`src/hdl/acl_params.svh`:
```
// Constants of the ancillary packet classifier: offsets, fields, resets, codes.
// Assumes inclusion by bare name from the package and the design modules.
`ifndef ACL_PARAMS_SVH
`define ACL_PARAMS_SVH
// ----------------------------------------------------------------------
// Timing
// ----------------------------------------------------------------------
`define ACL_CLK_HZ        50000000
`define ACL_BUCKET_BITS   16384
// ----------------------------------------------------------------------
// Register byte offsets
// ----------------------------------------------------------------------
`define ACL_OFF_CTRL      12'h000
`define ACL_OFF_RATE      12'h004
`define ACL_OFF_LANG      12'h008
`define ACL_OFF_PAGE      12'h00C
`define ACL_OFF_PAIR0     12'h010
`define ACL_OFF_PAIR3     12'h01C
`define ACL_OFF_STAT      12'h020
// ----------------------------------------------------------------------
// Control fields
// ----------------------------------------------------------------------
`define ACL_CTRL_CAP_EN   0
`define ACL_CTRL_FMT_EN   1
`define ACL_CTRL_TRIG_EN  2
`define ACL_CTRL_HDR_EN   3
`define ACL_CTRL_GEN_EN   4
`define ACL_CTRL_CAP_SRC  5
`define ACL_CTRL_FILT     7:6
`define ACL_CTRL_FSRC     9:8
`define ACL_CTRL_FVAL     13:10
`define ACL_CTRL_OFFS     19:16
`define ACL_CTRL_MASK     32'h000F3FFF
`define ACL_PAIR_EN       31
`define ACL_PAIR_MASK     32'h83FF03FF
// ----------------------------------------------------------------------
// Reset values
// ----------------------------------------------------------------------
`define ACL_CTRL_RESET    32'h00000000
`define ACL_RATE_RESET    32'h00000000
`define ACL_LANG_RESET    24'h656E67
`define ACL_PAGE_RESET    12'h321
`define ACL_PAIR_RESET    32'h02000200
// ----------------------------------------------------------------------
// Packet identifiers and lines
// ----------------------------------------------------------------------
`define ACL_DID_CAP       10'h161
`define ACL_SDID_708      10'h101
`define ACL_SDID_608      10'h102
`define ACL_DID_TTX       10'h143
`define ACL_SDID_TTX      10'h102
`define ACL_DID_2016      10'h241
`define ACL_SDID_FMT      10'h205
`define ACL_SDID_TRIG     10'h107
`define ACL_SDID_HDR      10'h20C
`define ACL_LINE_CAP      11'h015
`define ACL_LINE_WSS_NTSC 11'h014
`define ACL_LINE_WSS_PAL  11'h017
`define ACL_OFFS_MIN      4'hB
`define ACL_OFFS_MAX      4'h5
`endif

```
`src/hdl/acl_pkg.sv`:
```
// Types and shared decode functions of the ancillary packet classifier.
// Assumes the constants header is on the include path.
`include "acl_params.svh"
package acl_pkg;
  typedef struct packed {
    logic [9:0]  did;
    logic [9:0]  sdid;
    logic        hanc;
    logic [15:0] bits;
    logic [7:0]  udw0;
  } acl_pkt_type;
  typedef struct packed {
    logic [10:0] line;
    logic        field;
    logic [15:0] data;
  } acl_vbi_type;
  typedef enum logic [2:0] {
    ACL_DEST_DROP = 3'h0, ACL_DEST_CAP708 = 3'h1, ACL_DEST_CAP608 = 3'h2,
    ACL_DEST_TTX = 3'h3, ACL_DEST_TRIG = 3'h4, ACL_DEST_SEI = 3'h5, ACL_DEST_GEN = 3'h6
  } acl_dest_type;
  typedef enum logic [1:0] {
    ACL_FILT_BOTH = 2'h0, ACL_FILT_708 = 2'h1, ACL_FILT_608 = 2'h2, ACL_FILT_TTX = 2'h3
  } acl_filt_type;
  typedef enum logic [1:0] {
    ACL_FSRC_VANC = 2'h0, ACL_FSRC_WSS = 2'h1, ACL_FSRC_MANUAL = 2'h2
  } acl_fsrc_type;
  typedef struct packed {
    acl_dest_type dest;
    logic [9:0]   did;
    logic [9:0]   sdid;
    logic [3:0]   frame_offset;
  } acl_route_type;

  // Widen an 8-bit identifier; 10-bit entries pass unchanged
  function automatic logic [9:0] acl_expand_id(input logic [9:0] v);
    if (v[9:8] != 2'h0)
      return v;
    return {~(^v[7:0]), ^v[7:0], v[7:0]};
  endfunction : acl_expand_id

  function automatic logic acl_reserved(input logic [9:0] did, input logic [9:0] sdid);
    return (did == `ACL_DID_CAP && (sdid == `ACL_SDID_708 || sdid == `ACL_SDID_608)) ||
           (did == `ACL_DID_TTX && sdid == `ACL_SDID_TTX) ||
           (did == `ACL_DID_2016 && (sdid == `ACL_SDID_FMT || sdid == `ACL_SDID_TRIG ||
                                     sdid == `ACL_SDID_HDR));
  endfunction : acl_reserved
endpackage : acl_pkg

```
`src/hdl/acl_rate_budget.sv`:
```
// Token bucket that polices the generic transport bit rate.
// Assumes one request per cycle at most; a zero rate disables policing.
`timescale 1ns/1ps
`include "acl_params.svh"
module acl_rate_budget
  import acl_pkg::*;
(
  input  wire logic        ref_clk,    // System clock
  input  wire logic        rstn,       // Asynchronous reset, active low
  input  wire logic [31:0] rate_bps,   // Reserved rate in bits per second
  input  wire logic        spend,      // Packet asks to be sent
  input  wire logic [15:0] spend_bits, // Packet size in bits
  output logic             grant       // Packet may be sent
);
  // Credit is kept in bit-cycles so no division is needed
  localparam logic [47:0] HZ  = 48'(`ACL_CLK_HZ);
  localparam logic [47:0] CAP = 48'(`ACL_BUCKET_BITS) * HZ;

  logic [47:0] credit_r;
  logic [47:0] credit_nxt;
  logic [47:0] cost;
  logic [47:0] spent;
  logic [47:0] filled;

  assign cost   = 48'(spend_bits) * HZ;
  assign grant  = (rate_bps == 32'h0) || (credit_r >= cost);
  assign spent  = (spend && grant && rate_bps != 32'h0) ? credit_r - cost : credit_r;
  assign filled = spent + 48'(rate_bps);
  assign credit_nxt = (filled > CAP) ? CAP : filled;

  always_ff @(posedge ref_clk or negedge rstn) begin
    if (!rstn)
      credit_r <= 48'h0;
    else
      credit_r <= credit_nxt;
  end
endmodule : acl_rate_budget

```
`src/hdl/acl_classifier.sv`:
```
// Ancillary packet classifier with its APB register file.
// Assumes packet, line and format inputs come from logic on ref_clk.
//
// The placing of the registers and the APB register port were chosen for this implementation.
`timescale 1ns/1ps
`include "acl_params.svh"
// Notes on behaviour
// caption enable inserts 608 and 708 captions
// ANC caption source autodetects 608 or 708
// line-21 source on SD; otherwise ANC packets
// 708 is 161/101, 608 is 161/102
// both filter passes each; duplicates allowed
// 708-only filter drops 608 packets
// 608-only filter drops 708 packets
// teletext filter passes only 143/102
// language and page exported; payload untouched
// WSS descriptor from line 20/23 on SD
// VANC source takes descriptor from packets
// manual source inserts fixed code each frame
// manual code is one of eight values
// descriptor output only while enabled
// enabled triggers routed to SCTE 35 path
// enabled HDR packets routed to SEI path
// generic transport takes VANC and HANC matches
// bit-rate budget may drop; zero accepted
// frame offset kept within minus five to five
// four match pairs, each with own enable
// 8-bit entries widen to 10 bits
// reserved pairs never reach generic transport
// bit 8 even parity, bit 9 inverse
module acl_classifier
  import acl_pkg::*;
(
  input  wire logic          ref_clk,         // System clock, 50 MHz
  input  wire logic          rstn,            // Asynchronous reset, active low
  input  wire logic          psel,            // APB select
  input  wire logic          penable,         // APB access phase
  input  wire logic          pwrite,          // APB write
  input  wire logic [11:0]   paddr,           // APB byte address
  input  wire logic [31:0]   pwdata,          // APB write data
  output logic      [31:0]   prdata,          // APB read data
  output logic               pready,          // APB ready
  output logic               pslverr,         // APB error on unmapped address
  input  wire logic          is_sd,           // Input is standard definition
  input  wire logic          is_pal,          // SD input is 625-line
  input  wire logic          frame_start,     // One pulse per frame
  input  wire logic          pkt_valid,       // Packet header valid
  input  wire acl_pkg::acl_pkt_type pkt,      // Packet header
  input  wire logic          vbi_valid,       // VBI line word valid
  input  wire acl_pkg::acl_vbi_type vbi,      // VBI line word
  output logic               route_valid,     // Routing decision pulse
  output acl_pkg::acl_route_type route,       // Routing decision
  output logic               cap_line_valid,  // Line-21 caption word pulse
  output acl_pkg::acl_vbi_type cap_line,      // Line-21 caption word
  output logic               fmt_valid,       // Format descriptor pulse
  output logic      [3:0]    fmt_value,       // Format descriptor code
  output logic      [23:0]   teletext_caption_language, // Three letters
  output logic      [11:0]   teletext_caption_page      // Page number
);
  // ----------------------------------------------------------------------
  // Helpers
  // ----------------------------------------------------------------------
  function automatic logic fmt_legal(input logic [3:0] c);
    return c == 4'h0 || c == 4'h2 || c == 4'h3 || c == 4'h4 ||
           c == 4'h8 || c == 4'h9 || c == 4'hA || c == 4'hB;
  endfunction : fmt_legal

  function automatic logic [3:0] offs_clamp(input logic [3:0] o);
    if ($signed(o) < $signed(`ACL_OFFS_MIN))
      return `ACL_OFFS_MIN;
    if ($signed(o) > $signed(`ACL_OFFS_MAX))
      return `ACL_OFFS_MAX;
    return o;
  endfunction : offs_clamp

  // WSS aspect group to descriptor; unknown groups give full frame
  function automatic logic [3:0] wss_to_fmt(input logic [3:0] w);
    case (w)
      4'h8:    return 4'h9;
      4'h1:    return 4'hB;
      4'h2:    return 4'h3;
      4'hB:    return 4'h4;
      4'h4:    return 4'h4;
      4'h7:    return 4'h2;
      default: return 4'h8;
    endcase
  endfunction : wss_to_fmt

  // ----------------------------------------------------------------------
  // Registers
  // ----------------------------------------------------------------------
  logic [31:0] ctrl_r;
  logic [31:0] rate_r;
  logic [23:0] lang_r;
  logic [11:0] page_r;
  logic [31:0] pair_r [0:3];
  logic [15:0] rx_cnt_r;
  logic [15:0] drop_cnt_r;
  logic        pready_r;
  logic        pslverr_r;
  logic [31:0] prdata_r;
  logic [31:0] rd_data;
  logic        addr_ok;

  wire         setup     = psel && !penable;
  wire         wr_access = psel && penable && pready_r && pwrite;
  wire         pair_sel  = paddr >= `ACL_OFF_PAIR0 && paddr <= `ACL_OFF_PAIR3 &&
                           paddr[1:0] == 2'h0;
  wire [1:0]   pair_idx  = 2'(paddr[3:2]);
  wire [31:0]  ctrl_wr   = pwdata & `ACL_CTRL_MASK;
  wire [3:0]   fval_wr   = fmt_legal(ctrl_wr[`ACL_CTRL_FVAL]) ?
                           ctrl_wr[`ACL_CTRL_FVAL] : ctrl_r[`ACL_CTRL_FVAL];
  wire [31:0]  ctrl_nxt  = {ctrl_wr[31:20], offs_clamp(ctrl_wr[`ACL_CTRL_OFFS]),
                            ctrl_wr[15:14], fval_wr, ctrl_wr[9:0]};
  wire [31:0]  pair_nxt  = {pwdata[`ACL_PAIR_EN], 5'h0, acl_expand_id(pwdata[25:16]),
                            6'h0, acl_expand_id(pwdata[9:0])};

  always_comb begin
    rd_data = 32'h0;
    addr_ok = 1'b1;
    if (paddr == `ACL_OFF_CTRL)
      rd_data = ctrl_r;
    else if (paddr == `ACL_OFF_RATE)
      rd_data = rate_r;
    else if (paddr == `ACL_OFF_LANG)
      rd_data = {8'h0, lang_r};
    else if (paddr == `ACL_OFF_PAGE)
      rd_data = {20'h0, page_r};
    else if (pair_sel)
      rd_data = pair_r[pair_idx];
    else if (paddr == `ACL_OFF_STAT)
      rd_data = {drop_cnt_r, rx_cnt_r};
    else
      addr_ok = 1'b0;
  end

  always_ff @(posedge ref_clk or negedge rstn) begin
    if (!rstn) begin
      pready_r  <= 1'b0;
      pslverr_r <= 1'b0;
      prdata_r  <= 32'h0;
    end else begin
      pready_r  <= setup;
      pslverr_r <= setup && !addr_ok;
      prdata_r  <= (setup && !pwrite) ? rd_data : 32'h0;
    end
  end

  always_ff @(posedge ref_clk or negedge rstn) begin
    if (!rstn) begin
      ctrl_r <= `ACL_CTRL_RESET;
      rate_r <= `ACL_RATE_RESET;
      lang_r <= `ACL_LANG_RESET;
      page_r <= `ACL_PAGE_RESET;
      for (int i = 0; i < 4; i++)
        pair_r[i] <= `ACL_PAIR_RESET;
    end else if (wr_access) begin
      if (paddr == `ACL_OFF_CTRL)
        ctrl_r <= ctrl_nxt;
      else if (paddr == `ACL_OFF_RATE)
        rate_r <= pwdata;
      else if (paddr == `ACL_OFF_LANG)
        lang_r <= pwdata[23:0];
      else if (paddr == `ACL_OFF_PAGE)
        page_r <= pwdata[11:0];
      else if (pair_sel)
        pair_r[pair_idx] <= pair_nxt;
    end
  end

  // ----------------------------------------------------------------------
  // Packet decode
  // ----------------------------------------------------------------------
  wire           cap_en   = ctrl_r[`ACL_CTRL_CAP_EN];
  wire           fmt_en   = ctrl_r[`ACL_CTRL_FMT_EN];
  wire           trig_en  = ctrl_r[`ACL_CTRL_TRIG_EN];
  wire           hdr_en   = ctrl_r[`ACL_CTRL_HDR_EN];
  wire           gen_en   = ctrl_r[`ACL_CTRL_GEN_EN];
  wire acl_filt_type filt = acl_filt_type'(ctrl_r[`ACL_CTRL_FILT]);
  wire acl_fsrc_type fsrc = acl_fsrc_type'(ctrl_r[`ACL_CTRL_FSRC]);
  wire [3:0]     fval     = ctrl_r[`ACL_CTRL_FVAL];

  wire is708     = pkt.did == `ACL_DID_CAP && pkt.sdid == `ACL_SDID_708;
  wire is608     = pkt.did == `ACL_DID_CAP && pkt.sdid == `ACL_SDID_608;
  wire is_ttx    = pkt.did == `ACL_DID_TTX && pkt.sdid == `ACL_SDID_TTX;
  wire is_fmt    = pkt.did == `ACL_DID_2016 && pkt.sdid == `ACL_SDID_FMT;
  wire is_trig   = pkt.did == `ACL_DID_2016 && pkt.sdid == `ACL_SDID_TRIG;
  wire is_hdr    = pkt.did == `ACL_DID_2016 && pkt.sdid == `ACL_SDID_HDR;
  wire use_line  = ctrl_r[`ACL_CTRL_CAP_SRC] && is_sd;
  wire anc_cap   = cap_en && !use_line;
  wire take708   = anc_cap && (filt == ACL_FILT_BOTH || filt == ACL_FILT_708);
  wire take608   = anc_cap && (filt == ACL_FILT_BOTH || filt == ACL_FILT_608);
  wire take_ttx  = cap_en && filt == ACL_FILT_TTX;

  logic [3:0] pair_hit;
  always_comb begin
    for (int i = 0; i < 4; i++)
      pair_hit[i] = pair_r[i][`ACL_PAIR_EN] && pair_r[i][9:0] == pkt.did &&
                    pair_r[i][25:16] == pkt.sdid;
  end

  // HANC and VANC packets are treated alike for generic matches
  wire gen_cand  = gen_en && (|pair_hit) && !acl_reserved(pkt.did, pkt.sdid);
  wire gen_grant;

  acl_rate_budget u_budget (
    .ref_clk    (ref_clk),
    .rstn       (rstn),
    .rate_bps   (rate_r),
    .spend      (pkt_valid && gen_cand),
    .spend_bits (pkt.bits),
    .grant      (gen_grant)
  );

  // Captions go to the ES unmodified, teletext page included
  wire acl_dest_type dest_nxt =
      (is708 && take708)                ? ACL_DEST_CAP708 :
      (is608 && take608)                ? ACL_DEST_CAP608 :
      (is_ttx && take_ttx)              ? ACL_DEST_TTX    :
      (is_trig && trig_en)              ? ACL_DEST_TRIG   :
      (is_hdr && hdr_en)                ? ACL_DEST_SEI    :
      (gen_cand && gen_grant)           ? ACL_DEST_GEN    :
                                          ACL_DEST_DROP;
  wire [3:0] offs_nxt = (dest_nxt == ACL_DEST_GEN) ? ctrl_r[`ACL_CTRL_OFFS] : 4'h0;

  // ----------------------------------------------------------------------
  // Format descriptor selection
  // ----------------------------------------------------------------------
  wire       use_wss  = fsrc == ACL_FSRC_WSS && is_sd;
  wire [10:0] wss_ln  = is_pal ? `ACL_LINE_WSS_PAL : `ACL_LINE_WSS_NTSC;
  wire       fmt_man  = fmt_en && fsrc == ACL_FSRC_MANUAL && frame_start;
  wire       fmt_wss  = fmt_en && use_wss && vbi_valid && vbi.line == wss_ln;
  wire       fmt_vanc = fmt_en && fsrc != ACL_FSRC_MANUAL && !use_wss &&
                        pkt_valid && is_fmt;
  wire [3:0] fmt_nxt  = fmt_man ? fval :
                        fmt_wss ? wss_to_fmt(vbi.data[3:0]) : pkt.udw0[6:3];
  wire       line_cap = cap_en && use_line && vbi_valid && vbi.line == `ACL_LINE_CAP;

  // ----------------------------------------------------------------------
  // Output registers
  // ----------------------------------------------------------------------
  always_ff @(posedge ref_clk or negedge rstn) begin
    if (!rstn) begin
      route_valid    <= 1'b0;
      route          <= '0;
      cap_line_valid <= 1'b0;
      cap_line       <= '0;
      fmt_valid      <= 1'b0;
      fmt_value      <= 4'h0;
    end else begin
      route_valid    <= pkt_valid;
      route          <= pkt_valid ? {dest_nxt, pkt.did, pkt.sdid, offs_nxt} : route;
      cap_line_valid <= line_cap;
      cap_line       <= line_cap ? vbi : cap_line;
      fmt_valid      <= fmt_man || fmt_wss || fmt_vanc;
      fmt_value      <= (fmt_man || fmt_wss || fmt_vanc) ? fmt_nxt : fmt_value;
    end
  end

  always_ff @(posedge ref_clk or negedge rstn) begin
    if (!rstn) begin
      rx_cnt_r   <= 16'h0;
      drop_cnt_r <= 16'h0;
    end else begin
      rx_cnt_r   <= rx_cnt_r + 16'(pkt_valid);
      drop_cnt_r <= drop_cnt_r + 16'(pkt_valid && gen_cand && !gen_grant);
    end
  end

  assign prdata  = prdata_r;
  assign pready  = pready_r;
  assign pslverr = pslverr_r;
  always_ff @(posedge ref_clk or negedge rstn) begin
    if (!rstn) begin
      teletext_caption_language <= `ACL_LANG_RESET;
      teletext_caption_page     <= `ACL_PAGE_RESET;
    end else begin
      teletext_caption_language <= lang_r;
      teletext_caption_page     <= page_r;
    end
  end
endmodule : acl_classifier

```
`config.mk`:
```
export PLATFORM = sky130hd
export DESIGN_NAME = acl_classifier
export DESIGN_NICKNAME = d
export VERILOG_FILES = /design/src/hdl/acl_pkg.sv /design/src/hdl/acl_rate_budget.sv /design/src/hdl/acl_classifier.sv
export VERILOG_INCLUDE_DIRS = /design/src /design/src/hdl
export SDC_FILE = /design/constraint.sdc
export NUM_CORES = 1
export LEC_CHECK = 0
export BUFFER_PORTS_ARGS = -buffer_cell sky130_fd_sc_hd__buf_2
export CAP_MARGIN = 20
export CORE_ASPECT_RATIO = 0.7
export CORE_MARGIN = 5
export CORE_UTILIZATION = 50
export DETAILED_ROUTE_END_ITERATION = 8
export GPL_TIMING_DRIVEN = 0
export PLACE_DENSITY = 0.69
export SLEW_MARGIN = 10
export SYNTH_ARGS = -nofsm -noshare
export SYNTH_HDL_FRONTEND = slang
export SYNTH_SLANG_ARGS = --single-unit
```
`constraint.sdc`:
```
create_clock -name ref_clk -period 7.9 [get_ports ref_clk]
set_input_delay 1.58 -clock ref_clk [delete_from_list [all_inputs] [get_ports ref_clk]]
set_output_delay 1.58 -clock ref_clk [all_outputs]
set_load 0.02 [all_outputs]
```
# Word level (Yosys, flattened, before mapping)
# Index checks and enable logic that the tools add are counted.
# classes
n_eq_ne	42
n_mux	45
n_mul	1
order_cmp	8
bitwise	7
n_addsub	4
n_reduce_logical	97
# ops
op	count
two-way mux 32 bit	10
bitwise mux 128 bit	1
two-way mux 48 bit	2
equality test 10 bit	8
binary-select mux 32 bit (select 2 bit)	1
demux 32 bit (select 2 bit)	1
logical AND 1 bit	55
equality test 10 x 9 -> 1 bit (second input constant)	5
adder 48 x 32 -> 48 bit	1
>= comparator 48 x 42 -> 1 bit	1
greater-than comparator 48 x 40 -> 1 bit (second input constant)	1
subtractor 48 x 42 -> 48 bit	1
two-way mux 10 bit	4
multiplier 16 x 19 -> 35 bit (second input constant)	1
adder 16 x 1 -> 16 bit	2
logical NOT 32 bit	1
nonzero test 32 bit	1
equality test 10 bit (second input constant)	3
two-way mux 4 bit	7
equality test 12 x 4 -> 1 bit (second input constant)	2
equality test 4 bit (second input constant)	6
one-hot mux 4 bit (5 select lines)	1
two-way mux 3 bit	6
logical OR 1 bit	17
34 further kinds	66
# word_totals
inputBits	127
elab_cells	232
output_inout_bits	132
regBits	426

# Logic depth before layout (Yosys ltp)
# Gate-level depths: netlist of the first run.
# depth
depth_word	16
ltp_mapped	57
mapped_depth_nobuf	50

# Cells and area by module
# A second synthesis of the first run with hierarchy kept.
# unflattened
cells_unflattened	2598
area_unflattened_um2	27047.2
# modules_own_cells
mod	cells_each	seq_area_each_um2	n_inst	area_per_inst_um2
acl_classifier	1211	8413.1	1	15232.1
acl_rate_budget	1387	1201.2	1	11815.1

# Worst setup path after synthesis of the first run
# OpenSTA, ideal clock, no wires.
# synth_path
path_kind	input to register
startpoint	input pkt[9] (netlist bit)
endpoint	register u_budget.credit_r[30]
t_arrival_ns	12.982
path_buffers	7
t_required_ns	7.774
cell_stages	52
slack_ns	-5.207
setup_time_ns	0.126
path_cell_list	fa_1 > inv_1 > fa_1 > inv_1 > fa_1 > fa_1 > fa_1 > inv_1 > fa_1 > inv_1 > ha_1 > o2111ai_1 > o211ai_1 > o31ai_1 > o21bai_1 > a21o_1 > nand2_1 > a31o_2 > [16 not listed] > clkbuf_1 > o21ai_0 > ha_1 > clkbuf_1 > nand4_1 > nor2_1 > o2bb2ai_1 > a31oi_1 > o21a_1 > nor3b_1 > o32a_1 > o21ai_2 > or4_1 > xor2_1 > mux2_4 > o211ai_4 > buf_4 > nor2_1
# synth_between
elab_chain_len	9
elab_cells_between_ends	10
cone_classes	2 x add/sub; 1 x mul; 2 x order compare; 2 x mux; 3 x reduce/logical
# synth_lines
element	line	text
start, declared	acl_classifier.sv:48	input wire acl_pkg::acl_pkt_type pkt,
multiplier 16 x 19 -> 35 bit *	acl_rate_budget.sv:25	assign cost = 48'(spend_bits) * HZ;
>= comparator 48 x 42 -> 1 bit	acl_rate_budget.sv:26	assign grant = (rate_bps == 32'h0) || (credit_r >= cost);
logical OR 1 bit	acl_rate_budget.sv:26	
logical AND 1 bit (2 in series)	acl_rate_budget.sv:27	assign spent = (spend && grant && rate_bps != 32'h0) ? credit_r - cost : credit_r;
two-way mux 48 bit *	acl_rate_budget.sv:27	
adder 48 x 32 -> 48 bit *	acl_rate_budget.sv:28	assign filled = spent + 48'(rate_bps);
greater-than comparator 48 x 40 -> 1 bit	acl_rate_budget.sv:29	assign credit_nxt = (filled > CAP) ? CAP : filled;
two-way mux 48 bit *	acl_rate_budget.sv:29	
named net u_budget.credit_nxt[30]	acl_rate_budget.sv:20	logic [47:0] credit_nxt;
end signal, assigned	acl_rate_budget.sv:35	credit_r <= credit_nxt;
end, declared	acl_rate_budget.sv:19	logic [47:0] credit_r;
# Mark *: on every way through the listed nets, which the timed path passes. The rest lies on a longest branch.
# A chain may end at the register's enable or synchronous reset.

# Final worst setup path of the first run
# layout_path
startpoint	input pkt[11] (netlist bit)
endpoint	register u_budget.credit_r[21]
# The elaborated chain is that of the path after synthesis.

==> impl_metrics.toml, run 1 <==
[clock_tree]
cts_sinks = 382
numCtsBuffers = 37
cts_tree = "done"
cts_root_buf = "clkbuf_16"
cts_max_level = 2
worstSkewPairLatency_ns = 0.55
clock_path_buffers = 3
clkTransAtPathRegs_ns = 0.06
cts_hold_buf = 0

[detailed_routing]
vias_per_cell = 5.96
dr.pass1.iters = 8
drc_errors = 0
drtIter0Drc = 2284
antenna_left = 0
drt-total-wl_um = 91300
vias = 22700
wire_per_inst_um = 24.0

[worst_setup_path]
critPathKind = "primary input to flip-flop"
critical_path_peak_fanout = 5
crit_buf_inv = 13
slowest_delay_ns = 0.63
worst_path_max_delay_cell = "fa_2"
path_common_cell = "fa_1"
cp-start-kind = "primary input"
cpLargestDelayFamily = "compound AO/OA/AOI/OAI gates"
cp.required_ns = 8.33
crit_arrival_ns = 12.95
cp-end-kind = "flip-flop"

[place]
place_worst_setup_slack_ns = -6.52
gp_congestion = 0.992
port_buffers = 222
post-dp-hpwl_um = 71800
place_inst = 3603

[synth]
synthTopCellsByCount = "dfrtp_1 (338), inv_1 (215), ha_1 (194), nand2_1 (187), mux2_2 (164)"
yosys.area.top_type_share = 0.314
synth.area.top_cells = "dfrtp_1 (31%), ha_1 (9.0%), fa_1 (8.2%)"
ys.flop_type = "dfrtp_1"
netlist_area_um2 = 27000
syn_avg_cell_area_um2 = 10.2
synth.ff_latch_count = 382
synth_top_area_cell = "dfrtp_1"
post-synth-top-count-cell = "dfrtp_1"
syn_inst = 2639
ys.warnings.count = 0
synth_edf_count = 0
synthArstFlopShare = 1.00
ys_seq_area_frac = 0.356
synth_cell_types = 104

[grt]
first_global_vias = 22500
antenna_found_initial = 3
overflow = 0
grt_max_degree = 109
grt_pass1_wl_um = 136000
track_usage = 0.303

[final_layout]
final_layout_size_suffix_gt1_frac = 0.300
nets = 3475
final-instance-count-excl-fill = 3802
area_delta_synth_final_pct = 22.2
diodes = 0
fill_cells = 4410

[sta]
max_slew_margin = 0.251
timing.final.setup_violations = 62
holdWs_ns = 0.374
period_share = 1.58
period_minus_slack_ns = 12.52
setup_ws_ns = -4.62
drv_slew = 0
worst_slew_pin_slew_ns = 1.12
hold_viol = 0
fmax_mhz = 79.9
fin_skew_ns = 0.0143
rsz0062_at_grt = "true"

[run]
cap_violations = 0

[die]
initial_core_util = 0.504
dieArea_um2 = 58800
core-area_um2 = 53600
num_rows = 71
die_h_um = 204
die_w_um = 288
io_pins = 259

[worst_hold_path]
hp-class = "flip-flop to flip-flop"

[status]
violations = "setup timing"
outcome = "complete, but fails checks"
==> metal layers <==
metal,part of all wire,GRT usage,vias to the layer above
li1,-,-,10100
met1,0.46,0.458,11400
met2,0.39,0.407,1010
met3,0.13,0.131,133
met4,0.020,0.0536,2
met5,0.00014,0,-
==> timing repair <==
item	in CTS	in global routing
setup endpoints to repair	62	62
cloned	4	0
buffers inserted	87	51
gates resized for setup	141	101
pin swaps	83	88
hold endpoints to repair	0	0
==> logic make-up (layout without fill, tap and decap cells) <==
family	Yosys count	after routing	share of synthesized area
AND/OR/NAND/NOR	677	677	0.128
AO/OA/AOI/OAI	513	513	0.128
flip-flops	382	382	0.356
buffers and inverters	329	755	0.0480
adder cells (fa/ha/maj)	304	304	0.172
XOR/XNOR	227	227	0.0737
multiplexers	206	206	0.0940
other	1	8	0.000139
==> registers in the layout, summed over array words and instances (netlist names) <==
register and flops:
lang_r 24, cap_line_valid 1, page_r 12, route 27, pair_r 84, fmt_value 4
u_budget.credit_r 48, pslverr 1, route_valid 1, teletext_caption_page 12, fmt_valid 1, rx_cnt_r 16
prdata 32, rate_r 32, teletext_caption_language 24, ctrl_r 18, cap_line 28, drop_cnt_r 16
pready 1
==> cell type report <==
| type | instances | area, µm² | area share |
|---|---|---|---|
| plain buffers | 108 | 629 | 0.0191 |
| clock buffers | 55 | 1150 | 0.0348 |
| clock inverters | 12 | 123 | 0.00372 |
| inverters | 216 | 811 | 0.0246 |
| multi-input cells | 1935 | 17300 | 0.525 |
| flip-flops and latches | 382 | 9610 | 0.292 |
| well taps | 730 | 913 | 0.0277 |
| repair buffers | 364 | 2430 | 0.0737 |
==> layout by cell type (no fill, tap or decap), types with 45 or more instances in the layout <==
master    netlist  final
dfrtp_1       338    338
buf_2          29    238
inv_1         215    205
nand2_1       187    174
ha_1          194    168
mux2_2        164    163
xnor2_1       157    149
nor2_1        153    143
o21ai_0       140    119
buf_4           4    118
fa_1          110    104
a21oi_1       103     79
xor2_1         70     65
clkbuf_1       69     63
nand4_1        54     54
nand3_1        53     47
a21o_1         46     45
==> through the flow <==
stage          setup TNS (ns)  cell area [µm²]   util
6_report              -222.13            33000  0.615
5_1_grt               -238.38            33000  0.615
4_1_cts               -211.31            32200  0.601
3_5_place_dp          -307.63            29500  0.551
3_3_place_gp          -914.36            29400  0.549
2_1_floorplan         -185.88            27400      -
==> worst paths after layout <==
kind                            start                            end  slack [ns]  cells past startpoint
setup / recovery              pkt[11]          u_budget.credit_r[21]       -4.62                     55
hold / removal             lang_r[14]  teletext_caption_language[14]        0.37                      0
setup reg to reg           pair_r[33]          u_budget.credit_r[21]        0.84                     31
hold reg to reg            lang_r[14]  teletext_caption_language[14]        0.37                      0
max in group asynchronous        rstn                     lang_r[11]        5.52                      3
min in group asynchronous        rstn                   cap_line[24]        1.01                      1
Power of run 1 is not shown: default switching activity piles up to over one toggle a cycle in this logic, so the estimate is an artifact.
==> run 2: changes to the inputs <==
--- a/config.mk
+++ b/config.mk
@@ -14,6 +14,7 @@
 export DETAILED_ROUTE_END_ITERATION = 8
 export GPL_TIMING_DRIVEN = 0
 export PLACE_DENSITY = 0.69
+export REMOVE_ABC_BUFFERS = 1
 export SLEW_MARGIN = 10
 export SYNTH_ARGS = -nofsm -noshare
 export SYNTH_HDL_FRONTEND = slang
==> run 2 against run 1 <==
The flow still finishes with violations (setup timing). Non-clock buffer count decreased by 43. Via count is 0.77% lower. Core utilization increased by 0.43 points. Register-to-register slack better by 0.42 ns. First-iteration DRC count is 6.2% lower. Wire length shrank 4.3%. Final area grew 0.69%.
==> impl_metrics.toml, run 2 (synthesis results as in run 1) <==
[status]
outcome = "complete, but fails checks"
violations = "setup timing"

[die]
core-area_um2 = 53600
die_w_um = 288
initial_core_util = 0.504
io_pins = 259
dieArea_um2 = 58800
die_h_um = 204
num_rows = 71

[worst_setup_path]
cp-end-kind = "flip-flop"
critPathKind = "primary input to flip-flop"
cp.required_ns = 8.33
cp-start-kind = "primary input"
slowest_delay_ns = 0.60
critical_path_peak_fanout = 8
path_common_cell = "fa_1"
worst_path_max_delay_cell = "fa_2"
rr_worst_depth = 27
crit_arrival_ns = 12.70

[place]
post_dp_cell_area_um2 = 29000
port_buffers = 253
gp_congestion = 0.985
post-dp-hpwl_um = 63800
place_inst = 3531

[grt]
grt_pass1_wl_um = 132000
first_global_vias = 22200
track_usage = 0.289
grt_max_degree = 121
overflow = 0
antenna_found_initial = 5

[sta]
period_share = 1.55
rsz0062_at_grt = "true"
holdWs_ns = 0.371
hold_viol = 0
timing.final.setup_violations = 62
worst_slew_pin_slew_ns = 1.02
max_slew_margin = 0.321
fin_skew_ns = 0.0230
drv_slew = 0
fmax_mhz = 81.5
setup_ws_ns = -4.37
period_minus_slack_ns = 12.27

[clock_tree]
cts_root_buf = "clkbuf_16"
numCtsBuffers = 35
cts_tree = "done"
worstSkewPairLatency_ns = 0.55
cts_max_level = 2
clock_path_buffers = 3
clkTransAtPathRegs_ns = 0.07
cts_hold_buf = 0
cts_sinks = 382

[detailed_routing]
vias_per_cell = 5.98
drc_errors = 0
drtIter0Drc = 2142
dr.pass1.iters = 5
wire_per_inst_um = 23.2
vias = 22500
drt-total-wl_um = 87300
antenna_left = 0

[final_layout]
area_delta_synth_final_pct = 23.0
final_common_cell = "dfrtp_1"
nets = 3436
final-instance-count-excl-fill = 3765
fill_cells = 4290
final_layout_size_suffix_gt1_frac = 0.319
final-seq-area_um2 = 9610
largestRegisters = "pair_r: 84 flops, u_budget.credit_r: 48 flops"
regMostFlops = "pair_r"
final_area_um2 = 33200
multi_input_area_um2 = 17700
largest_reg_flops = 84
final_cell_mix = "dfrtp_1 (338), buf_2 (246), inv_1 (208)"

[worst_hold_path]
hold_path_depth = 0
hp-class = "flip-flop to flip-flop"

[run]
cap_violations = 0
## run 2: routing by layer
layer | wire [µm] | vias up | share of wire | global-route usage
met4 | 1920 | 0 | 0.022 | 0.0627
li1 | - | 10100 | - | -
met3 | 9270 | 142 | 0.11 | 0.0864
met2 | 36500 | 920 | 0.42 | 0.406
met1 | 39600 | 11400 | 0.45 | 0.441
met5 | 0 | - | 0 | 0
## run 2: final timing paths
| kind | start | to | slack, ns |
|---|---|---|---|
| worst max-delay path | pkt[10] | u_budget.credit_r[34] | -4.37 |
| worst min-delay path | lang_r[1] | teletext_caption_language[1] | 0.37 |
| worst max register to register | u_budget.credit_r[17] | u_budget.credit_r[34] | 1.26 |
| worst min register to register | lang_r[1] | teletext_caption_language[1] | 0.37 |
| max in group asynchronous | rstn | teletext_caption_language[18] | 5.57 |
| min in group asynchronous | rstn | route[13] | 0.94 |
## run 2: cell type report
cell class / count / area share
multi-input combinational: 1941 / 0.532
sequential: 382 / 0.290
timing repair buffer: 429 / 0.0901
clock buffer: 52 / 0.0311
tap: 730 / 0.0275
inverter: 216 / 0.0244
clock inverter: 11 / 0.00475
antenna: 4 / 0.000302
## run 2: worst max-delay path: cells and delay by family
kind / cells / cell delay (ns)
AOI/OAI and AO/OA: 19 / 3.37
xor gates and xnor gates: 2 / 0.41
adders and majority gates: 9 / 3.85
buffers and inverters: 13 / 1.60
and+or+nand+nor: 10 / 1.84
## run 2: per-stage QoR
step	setup WS, ns	TNS [ns]	utilization
6_report	-4.37	-206.23	0.620
5_1_grt	-4.64	-223.20	0.619
4_1_cts	-4.13	-191.61	0.604
3_5_place_dp	-7.53	-357.18	0.541
3_3_place_gp	-7.31	-979.24	0.536
2_1_floorplan	-4.65	-215.11	-
## run 2: what timing repair did
action | in CTS | in global routing
endpoints found under the hold margin | 0 | 0
pin swaps | 93 | 70
cloned | 7 | 1
endpoints found under the setup margin | 62 | 62
setup buffers | 114 | 47
resized for setup | 244 | 97
Power of run 2 is left out for the same reason.
